<file path="src/core/phy_selfid_consts.vh">
`ifndef PHY_SELFID_CONSTS_VH
`define PHY_SELFID_CONSTS_VH
// ****************************************
// register byte addresses
// ****************************************
`define ADDR_SPEED_CAP 8'h06
`define ADDR_SELFID_PARAM 8'h08
`define ADDR_EVENT_CTRL 8'h0a
// ****************************************
// speed capability fields
// ****************************************
`define SPEED_CODE 3'h2
`define REPEAT_DELAY 4'h0
// ****************************************
// self-id parameter fields and reset
// ****************************************
`define SID_LINK_BIT 7
`define SID_CONT_BIT 6
`define SID_JITTER 3'h0
`define SID_RESET 3'h0
`define SID_LINK_RESET 1'h1
`define SID_CONT_RESET 1'h1
// ****************************************
// event control bit positions
// ****************************************
`define EV_RESUME_BIT 7
`define EV_SHORT_BIT 6
`define EV_LOOP_BIT 5
`define EV_PWRFAIL_BIT 4
`define EV_TIMEOUT_BIT 3
`define EV_PORT_BIT 2
`define EV_ACCEL_BIT 1
`define EV_MULTI_BIT 0
// ****************************************
// bus responses
// ****************************************
`define RESP_OKAY 2'h0
`define RESP_SLVERR 2'h2
`endif

</file>
<file path="src/core/phy_selfid_regs.v">
// Notes on behaviour
// - speed bits 7-5 read constant 010, writes ignored
// - delay bits 3-0 and bit 4 read zero
// - bits 15-8 read zero, host writes zero
// - link-active bit sent in self-id at power-on
// - contender bit sent in self-id at power-on
// - jitter bits 5-3 read constant zero
// - power class bits 2-0 sent at power-on
// - cable power self-id forces link-active zero
// - cable power self-id forces contender zero
// - cable power self-id takes power class pins
// - resume sets port event only when enabled
// - short reset bit starts reset, self-clears
// - loop detection sets loop flag
// - supply failure sets power fail flag
// - arbitration timeout sets timeout flag
// - event flags clear only by writing one
// - port status change on a port with port_int_enable set, or enabled resume, sets port event
// - bit 1 enables arbitration acceleration
// - bit 0 enables multi-speed concatenation
//
// The AXI4-Lite interface to the registers was decided locally.
`include "phy_selfid_consts.vh"
`timescale 1ns/100ps
`default_nettype none
module phy_selfid_regs #(
  parameter NUM_PORTS = 3
) (
  input wire clk_sys,
  input wire rst_b,
  input wire [7:0] s_axi_awaddr,
  input wire s_axi_awvalid,
  output reg s_axi_awready,
  input wire [31:0] s_axi_wdata,
  input wire [3:0] s_axi_wstrb,
  input wire s_axi_wvalid,
  output reg s_axi_wready,
  output reg [1:0] s_axi_bresp,
  output reg s_axi_bvalid,
  input wire s_axi_bready,
  input wire [7:0] s_axi_araddr,
  input wire s_axi_arvalid,
  output reg s_axi_arready,
  output reg [31:0] s_axi_rdata,
  output reg [1:0] s_axi_rresp,
  output reg s_axi_rvalid,
  input wire s_axi_rready,
  input wire [2:0] supply_category_pins,
  input wire selfid_power_on,
  input wire selfid_cable_power,
  input wire loop_detect,
  input wire supply_fail,
  input wire arb_timeout,
  input wire resume_done,
  input wire [NUM_PORTS-1:0] port_status_change,
  input wire [NUM_PORTS-1:0] port_int_enable,
  input wire short_reset_done,
  output reg short_reset_request,
  output reg selfid_link_active,
  output reg selfid_contender,
  output reg [2:0] selfid_power_class,
  output reg arb_accel_enable,
  output reg multi_speed_enable
);
  // ****************************************
  // storage
  // ****************************************
  reg sid_link;
  reg sid_cont;
  reg [2:0] sid_pwr;
  reg resume_int;
  reg flag_loop;
  reg flag_pwrfail;
  reg flag_timeout;
  reg flag_port;
  reg [7:0] aw_addr;
  reg aw_have;
  reg [31:0] w_data;
  reg [3:0] w_strb;
  reg w_have;
  wire do_write;
  wire wr_ev;
  wire [7:0] wb;
  wire port_hit;
  reg [15:0] next_rdata;
  reg next_rerr;
  assign do_write = aw_have && w_have && !s_axi_bvalid;
  assign wb = w_data[7:0];
  assign wr_ev = do_write && (aw_addr == `ADDR_EVENT_CTRL) && w_strb[0];
  assign port_hit = |(port_status_change & port_int_enable);
  // ****************************************
  // write channel
  // ****************************************
  always @(posedge clk_sys or negedge rst_b) begin
    if (!rst_b) begin
      aw_addr <= 8'h00;
      aw_have <= 1'b0;
      w_data <= 32'h00000000;
      w_strb <= 4'h0;
      w_have <= 1'b0;
      s_axi_awready <= 1'b0;
      s_axi_wready <= 1'b0;
      s_axi_bvalid <= 1'b0;
      s_axi_bresp <= `RESP_OKAY;
    end else begin
      s_axi_awready <= !aw_have && !s_axi_awready && !s_axi_bvalid;
      s_axi_wready <= !w_have && !s_axi_wready && !s_axi_bvalid;
      if (s_axi_awvalid && s_axi_awready) begin
        aw_addr <= s_axi_awaddr;
        aw_have <= 1'b1;
        s_axi_awready <= 1'b0;
      end
      if (s_axi_wvalid && s_axi_wready) begin
        w_data <= s_axi_wdata;
        w_strb <= s_axi_wstrb;
        w_have <= 1'b1;
        s_axi_wready <= 1'b0;
      end
      if (do_write) begin
        aw_have <= 1'b0;
        w_have <= 1'b0;
        s_axi_bvalid <= 1'b1;
        if (aw_addr == `ADDR_SPEED_CAP || aw_addr == `ADDR_SELFID_PARAM ||
            aw_addr == `ADDR_EVENT_CTRL)
          s_axi_bresp <= `RESP_OKAY;
        else
          s_axi_bresp <= `RESP_SLVERR;
      end else if (s_axi_bvalid && s_axi_bready) begin
        s_axi_bvalid <= 1'b0;
      end
    end
  end
  // ****************************************
  // self-id parameters
  // ****************************************
  always @(posedge clk_sys or negedge rst_b) begin
    if (!rst_b) begin
      sid_link <= `SID_LINK_RESET;
      sid_cont <= `SID_CONT_RESET;
      sid_pwr <= `SID_RESET;
    end else if (do_write && aw_addr == `ADDR_SELFID_PARAM && w_strb[0]) begin
      sid_link <= wb[`SID_LINK_BIT];
      sid_cont <= wb[`SID_CONT_BIT];
      sid_pwr <= wb[2:0];
    end
  end
  // ****************************************
  // self-id packet fields
  // ****************************************
  always @(posedge clk_sys or negedge rst_b) begin
    if (!rst_b) begin
      selfid_link_active <= 1'b0;
      selfid_contender <= 1'b0;
      selfid_power_class <= 3'h0;
    end else if (selfid_cable_power) begin
      selfid_link_active <= 1'b0;
      selfid_contender <= 1'b0;
      selfid_power_class <= supply_category_pins;
    end else if (selfid_power_on) begin
      selfid_link_active <= sid_link;
      selfid_contender <= sid_cont;
      selfid_power_class <= sid_pwr;
    end
  end
  // ****************************************
  // event control
  // ****************************************
  always @(posedge clk_sys or negedge rst_b) begin
    if (!rst_b) begin
      resume_int <= 1'b0;
      short_reset_request <= 1'b0;
      flag_loop <= 1'b0;
      flag_pwrfail <= 1'b0;
      flag_timeout <= 1'b0;
      flag_port <= 1'b0;
      arb_accel_enable <= 1'b0;
      multi_speed_enable <= 1'b0;
    end else begin
      if (wr_ev) begin
        resume_int <= wb[`EV_RESUME_BIT];
        arb_accel_enable <= wb[`EV_ACCEL_BIT];
        multi_speed_enable <= wb[`EV_MULTI_BIT];
      end
      if (short_reset_done)
        short_reset_request <= 1'b0;
      else if (wr_ev && wb[`EV_SHORT_BIT])
        short_reset_request <= 1'b1;
      // set wins over clear
      if (loop_detect)
        flag_loop <= 1'b1;
      else if (wr_ev && wb[`EV_LOOP_BIT])
        flag_loop <= 1'b0;
      if (supply_fail)
        flag_pwrfail <= 1'b1;
      else if (wr_ev && wb[`EV_PWRFAIL_BIT])
        flag_pwrfail <= 1'b0;
      if (arb_timeout)
        flag_timeout <= 1'b1;
      else if (wr_ev && wb[`EV_TIMEOUT_BIT])
        flag_timeout <= 1'b0;
      if (port_hit || (resume_done && resume_int))
        flag_port <= 1'b1;
      else if (wr_ev && wb[`EV_PORT_BIT])
        flag_port <= 1'b0;
    end
  end
  // ****************************************
  // read mux
  // ****************************************
  always @* begin
    next_rdata = 16'h0000;
    next_rerr = 1'b0;
    if (s_axi_araddr == `ADDR_SPEED_CAP) begin
      next_rdata[7:5] = `SPEED_CODE;
      next_rdata[3:0] = `REPEAT_DELAY;
    end else if (s_axi_araddr == `ADDR_SELFID_PARAM) begin
      next_rdata[7:0] = {sid_link, sid_cont, `SID_JITTER, sid_pwr};
    end else if (s_axi_araddr == `ADDR_EVENT_CTRL) begin
      next_rdata[7:0] = {resume_int, short_reset_request, flag_loop,
        flag_pwrfail, flag_timeout, flag_port, arb_accel_enable,
        multi_speed_enable};
    end else begin
      next_rerr = 1'b1;
    end
  end
  // ****************************************
  // read channel
  // ****************************************
  always @(posedge clk_sys or negedge rst_b) begin
    if (!rst_b) begin
      s_axi_arready <= 1'b0;
      s_axi_rvalid <= 1'b0;
      s_axi_rdata <= 32'h00000000;
      s_axi_rresp <= `RESP_OKAY;
    end else begin
      s_axi_arready <= !s_axi_rvalid && !s_axi_arready;
      if (s_axi_arvalid && s_axi_arready) begin
        s_axi_arready <= 1'b0;
        s_axi_rvalid <= 1'b1;
        s_axi_rdata <= {16'h0000, next_rdata};
        s_axi_rresp <= next_rerr ? `RESP_SLVERR : `RESP_OKAY;
      end else if (s_axi_rvalid && s_axi_rready) begin
        s_axi_rvalid <= 1'b0;
      end
    end
  end
endmodule
`default_nettype wire

</file>
<file path="config.mk">
export PLATFORM = sky130hd
export DESIGN_NAME = phy_selfid_regs
export DESIGN_NICKNAME = d
export VERILOG_FILES = /design/src/core/phy_selfid_regs.v
export VERILOG_INCLUDE_DIRS = /design/src /design/src/core
export SDC_FILE = /design/constraint.sdc
export NUM_CORES = 1
export LEC_CHECK = 0
export ABC_AREA = 1
export BUFFER_PORTS_ARGS = -buffer_cell sky130_fd_sc_hd__buf_4
export CAP_MARGIN = 20
export CORE_AREA = 2 2 87 89
export DETAILED_ROUTE_END_ITERATION = 8
export DIE_AREA = 0 0 89 91
export SLEW_MARGIN = 5
export SYNTH_ARGS = -nofsm -noshare
export SYNTH_HDL_FRONTEND = slang
export SYNTH_SLANG_ARGS = --single-unit
</file>
<file path="constraint.sdc">
create_clock -name clk_sys -period 1.65 [get_ports clk_sys]
set_clock_uncertainty 0.15 [all_clocks]
set_input_delay 0.2475 -clock clk_sys [delete_from_list [all_inputs] [get_ports clk_sys]]
set_output_delay 0.2475 -clock clk_sys [all_outputs]
set_load 0.005 [all_outputs]
</file>
# ---- Yosys cells after proc, flatten, opt, wreduce, memory -nomap -nowiden
# Index checks and enable logic that the tools add are counted.
dict set report op_classes {
  eq_ne 6
  mux 37
  bitwise 1
  reduce_logical 43
}
# operator count
set op_table {}
lappend op_table {{$eq 8x4->1 const B} 4}
lappend op_table {{$mux 1} 29}
lappend op_table {{$logic_and 1x1->1} 22}
lappend op_table {{$reduce_bool 2->1} 10}
lappend op_table {{$eq 8x3->1 const B} 2}
lappend op_table {{$mux 8} 2}
lappend op_table {{$mux 3} 3}
lappend op_table {{$logic_not 1->1} 7}
lappend op_table {{$mux 2} 2}
lappend op_table {{$mux 4} 1}
lappend op_table {{$and 3x3->3} 1}
lappend op_table {{$logic_or 1x1->1} 3}
lappend op_table {{$reduce_or 3->1} 1}
dict set report word_totals {
  wordCells 114
  in_bits 75
  register_bits 54
  output_inout_bits 49
}

# ---- Longest topological paths before layout
dict set report depth {
  ltp_word 7
  ltp_mapped 8
  mapped_depth_nobuf 8
}

# ---- Worst setup path before layout
# No wires, ideal clock.
dict set report synth_path {
  path_kind {reg2reg}
  startpoint {register s_axi_bvalid}
  endpoint {register flag_port}
  slack_ps 400
  arrival_ps 974
  required_time_ps 1374
  path_buffers 0
  setup_ps 126
  stages_incl_launch_ff 7
  synth_period_minus_slack_ps 1250
  path_cell_list {dfrtp_1 -> inv_2 -> nand3_2 -> nor2_4 -> nand2_4 -> o21ai_1 -> nand2_1}
}
dict set report synth_via {
  elab_chain_cells 6
}
# element line_no
set synth_lines {}
lappend synth_lines {{start: declaration} phy_selfid_regs.v:39} ;# output reg s_axi_bvalid,
lappend synth_lines {{start signal: assignment} phy_selfid_regs.v:103} ;# s_axi_bvalid <= 1'b0;
lappend synth_lines {{start signal: assignment} phy_selfid_regs.v:122} ;# s_axi_bvalid <= 1'b1;
lappend synth_lines {{start signal: assignment} phy_selfid_regs.v:129} ;# s_axi_bvalid <= 1'b0;
lappend synth_lines {{$logic_not 1->1} phy_selfid_regs.v:87} ;# assign do_write = aw_have && w_have && !s_axi_bvalid;
lappend synth_lines {{$logic_and 1x1->1} phy_selfid_regs.v:87}
lappend synth_lines {{$logic_and 1x1->1 (2 in series)} phy_selfid_regs.v:89} ;# assign wr_ev = do_write && (aw_addr == `ADDR_EVENT_CTRL) && w_strb[0];
lappend synth_lines {{$logic_and 1x1->1} phy_selfid_regs.v:203} ;# else if (wr_ev && wb[`EV_PORT_BIT])
lappend synth_lines {{$reduce_bool 2->1 (no line)} --}
lappend synth_lines {{end signal: assignment} phy_selfid_regs.v:175} ;# flag_port <= 1'b0;
lappend synth_lines {{end signal: assignment} phy_selfid_regs.v:202} ;# flag_port <= 1'b1;
lappend synth_lines {{end signal: assignment} phy_selfid_regs.v:204} ;# flag_port <= 1'b0;
lappend synth_lines {{end: declaration} phy_selfid_regs.v:75} ;# reg flag_port;
# Every way passes these cells.
# A chain may end at the register's enable or synchronous reset.

# ---- Final worst setup path
dict set report layout_path {
  startpoint {register s_axi_arready}
  endpoint {register s_axi_rdata[6]}
}
dict set report layout_via {
  elab_chain_cells 1
}
# element line_no
set layout_lines {}
lappend layout_lines {{start: declaration} phy_selfid_regs.v:43} ;# output reg s_axi_arready,
lappend layout_lines {{start signal: assignment} phy_selfid_regs.v:236} ;# s_axi_arready <= !s_axi_rvalid && !s_axi_arready;
lappend layout_lines {{$logic_and 1x1->1} phy_selfid_regs.v:237} ;# if (s_axi_arvalid && s_axi_arready) begin
lappend layout_lines {{end signal: assignment} phy_selfid_regs.v:240} ;# s_axi_rdata <= {16'h0000, next_rdata};
lappend layout_lines {{end: declaration} phy_selfid_regs.v:44} ;# output reg [31:0] s_axi_rdata,
# Every way passes these cells.

==> reports/qor.yml <==
run_status:
  run_status: "completed"
place:
  postPlaceCellArea_um2: 2953
  place_inst: 448
  gp_congestion: 0.7515
  dp_slack_ns: 0.2649
  hpwl_mm: 3.640
  numPortBuffers: 70
yosys:
  synth.area.mux_share: 0
  synthSimpleGateAreaFrac: 0.2420
  synth_top_family_by_area: "simple AND/OR/NAND/NOR gates"
  synthAdderAreaFrac: 0
  yosysSeqAreaShare: 0.5388
  synth_cell_types: 24
  yosys_warnings: 0
  syn_area_um2: 2420
  synth_seq_cells: 52
  syn_inst: 283
  avgSynthCellArea_um2: 8.551
  synth_compound_area_frac: 0.07911
  synth_xor_xnor_area_share: 0.003619
grt:
  grt-ovfl-total: 0
  grt_pass1_wl_mm: 8.397
  grt_pass1_vias: 1928
  antenna_found_initial: 0
  grt_start_max_net_pins: 53
  track_usage: 0.1284
sta:
  grt_setup_unrepaired: "no"
  setup_tns_ns: 0
  finalCritPeriodShare: 0.8445
  worst_slack_ns: 0.2565
  hold_viol: 0
  min_period_ns: 1.393
  hold_ws_ns: 0.01179
  fmax_mhz: 717.6
  report.final.slew_viol_count: 0
  max_slew_margin: 0.5655
  worst_pin_slew_ns: 0.6518
  setup_viol: 0
pwr:
  total_power_mw: 3.701
  leakagePower_nw: 1.693
  powerDensity_nw_per_um2: 1123
  vdd_drop_max_mv: 0.5970
finish:
  fin_nets: 456
  area_growth_pct: 36.19
  layout_common_cells: "nand2_1 (89), buf_4 (71), dfrtp_1 (50)"
  final_layout_size_suffix_gt1_frac: 0.2539
  design_area_um2: 3296
  stdcell_count: 481
  diodes: 0
  mostFrequentLayoutCell: "nand2_1"
  utilization: 0.4618
floorplan:
  fp.dieW_um: 89
  rows: 31
  die_h_um: 91
  io_pins: 124
  dieArea_um2: 8099
  coreArea_um2: 7137
  start_util: 0.3391
critical_path:
  endpoint: "s_axi_rdata[6]"
  r2r_cells: 5
  crit_type: "flop to flop"
  reg2reg_to: "s_axi_rdata[6]"
  critical_path_peak_fanout: 10
  reg2reg_from: "s_axi_arready"
  endpoint_kind: "flop"
  cp.required_ns: 1.71
  cp.arrival_ns: 1.46
  cp-start-kind: "flop"
  r2r_setup_slack_ns: 0.26
  startpoint: "s_axi_arready"
clock_tree:
  cts_buffers: 5
  worst_skew_pair.late_latency_ns: 0.31
  clkTransAtPathRegs_ns: 0.10
  root_buffer: "clkbuf_8"
  cts.htree.levels: 2
  numClockSinks: 52
  cts_tree: "yes"
  cts_max_path_buffers: 2
  post_cts_buffers: 0
drt:
  vias: 1983
  drt-total-wl_mm: 5.033
  final_antenna_net_count: 0
  drt-wirelength-per-cell_um: 10.46
  firstDrtPassIters: 4
  drt_iter0_markers: 83
  viasPerCell: 4.123
  post-route-drc-count: 0
hold_path:
  min_path_type: "input pin to flop"
job:
  max_cap_viol_count: 0
==> layout make-up <==
type / count / area, µm²
clock inverters: 3 / 23.77
well taps: 99 / 123.9
multi-input cells: 197 / 883.3
fillers: 729 / 3841
flip-flops and latches: 52 / 1304
clock buffers: 5 / 68.82
repair buffers: 96 / 783.3
inverters: 29 / 108.9
==> synthesized netlist by cell type, drive strengths merged <==
library cell,count,area [µm²]
conb,1,3.750
or2,1,6.260
inv,29,108.9
nor2,19,106.4
clkbuf,1,5.000
nand2,92,357.8
a21oi,1,5.000
buf,29,212.7
dfrtp,50,1251
nor3,2,10.01
xnor2,1,8.760
nand3,20,105.1
a22o,2,17.52
a221oi,1,8.760
o21ai,32,160.2
dfstp,2,52.55
==> routing by layer <==
| layer | GRT usage | wire [µm] | up-vias | share of wire |
|---|---|---|---|---|
| met3 | 0.03091 | 313 | 4 | 0.062 |
| li1 | - | - | 1034 | - |
| met1 | 0.1616 | 2234 | 878 | 0.44 |
| met2 | 0.2183 | 2452 | 67 | 0.49 |
| met5 | 0 | 0 | - | 0 |
| met4 | 0.03358 | 31 | 0 | 0.0062 |
==> registers in the layout, indices dropped and copies added, names as in the netlist, 3 cells and up <==
| register | count |
|---|---|
| aw_addr | 8 |
| s_axi_rdata | 8 |
| selfid_power_class | 3 |
| sid_pwr | 3 |
| w_data | 8 |
==> kinds of logic (layout without fill, tap and decap cells) <==
| group | Yosys count | in the layout |
|---|---|---|
| compound gates | 36 | 36 |
| xor+xnor | 1 | 1 |
| flops | 52 | 52 |
| buf+inv | 59 | 133 |
| other cells | 1 | 26 |
| simple gates | 134 | 134 |
==> repair_timing <==
action,CTS,global route
hold buffers,24,1
endpoints found under the hold margin,73,1
resized for setup,0,0
==> worst min path at each step <==
stage                                  startpoint               endpoint  depth (start not counted)
after global routing      supply_category_pins[2]  selfid_power_class[2]                          3
after CTS                          s_axi_wdata[6]              w_data[6]                          3
after global placement                      rst_b  selfid_power_class[2]                          1
after floorplan                             rst_b       arb_accel_enable                          0
final                     supply_category_pins[2]  selfid_power_class[2]                          3
after detailed placement                    rst_b       selfid_contender                          1
==> worst max-delay path: stages, from the launching register on <==
cell	delay, ns
dfrtp_1	0.41
nand2_1	0.27
inv_1	0.15
or2_0	0.22
nand2_1	0.06
inv_1	0.03
==> power by group <==
group          internal, mW  total, mW  switching [mW]
combinational         0.506       1.08           0.577
sequential             1.65       1.89           0.232
clock                 0.301      0.733           0.432
total                  2.46       3.70            1.24
No activity file was read; power rests on OpenSTA's default activity.
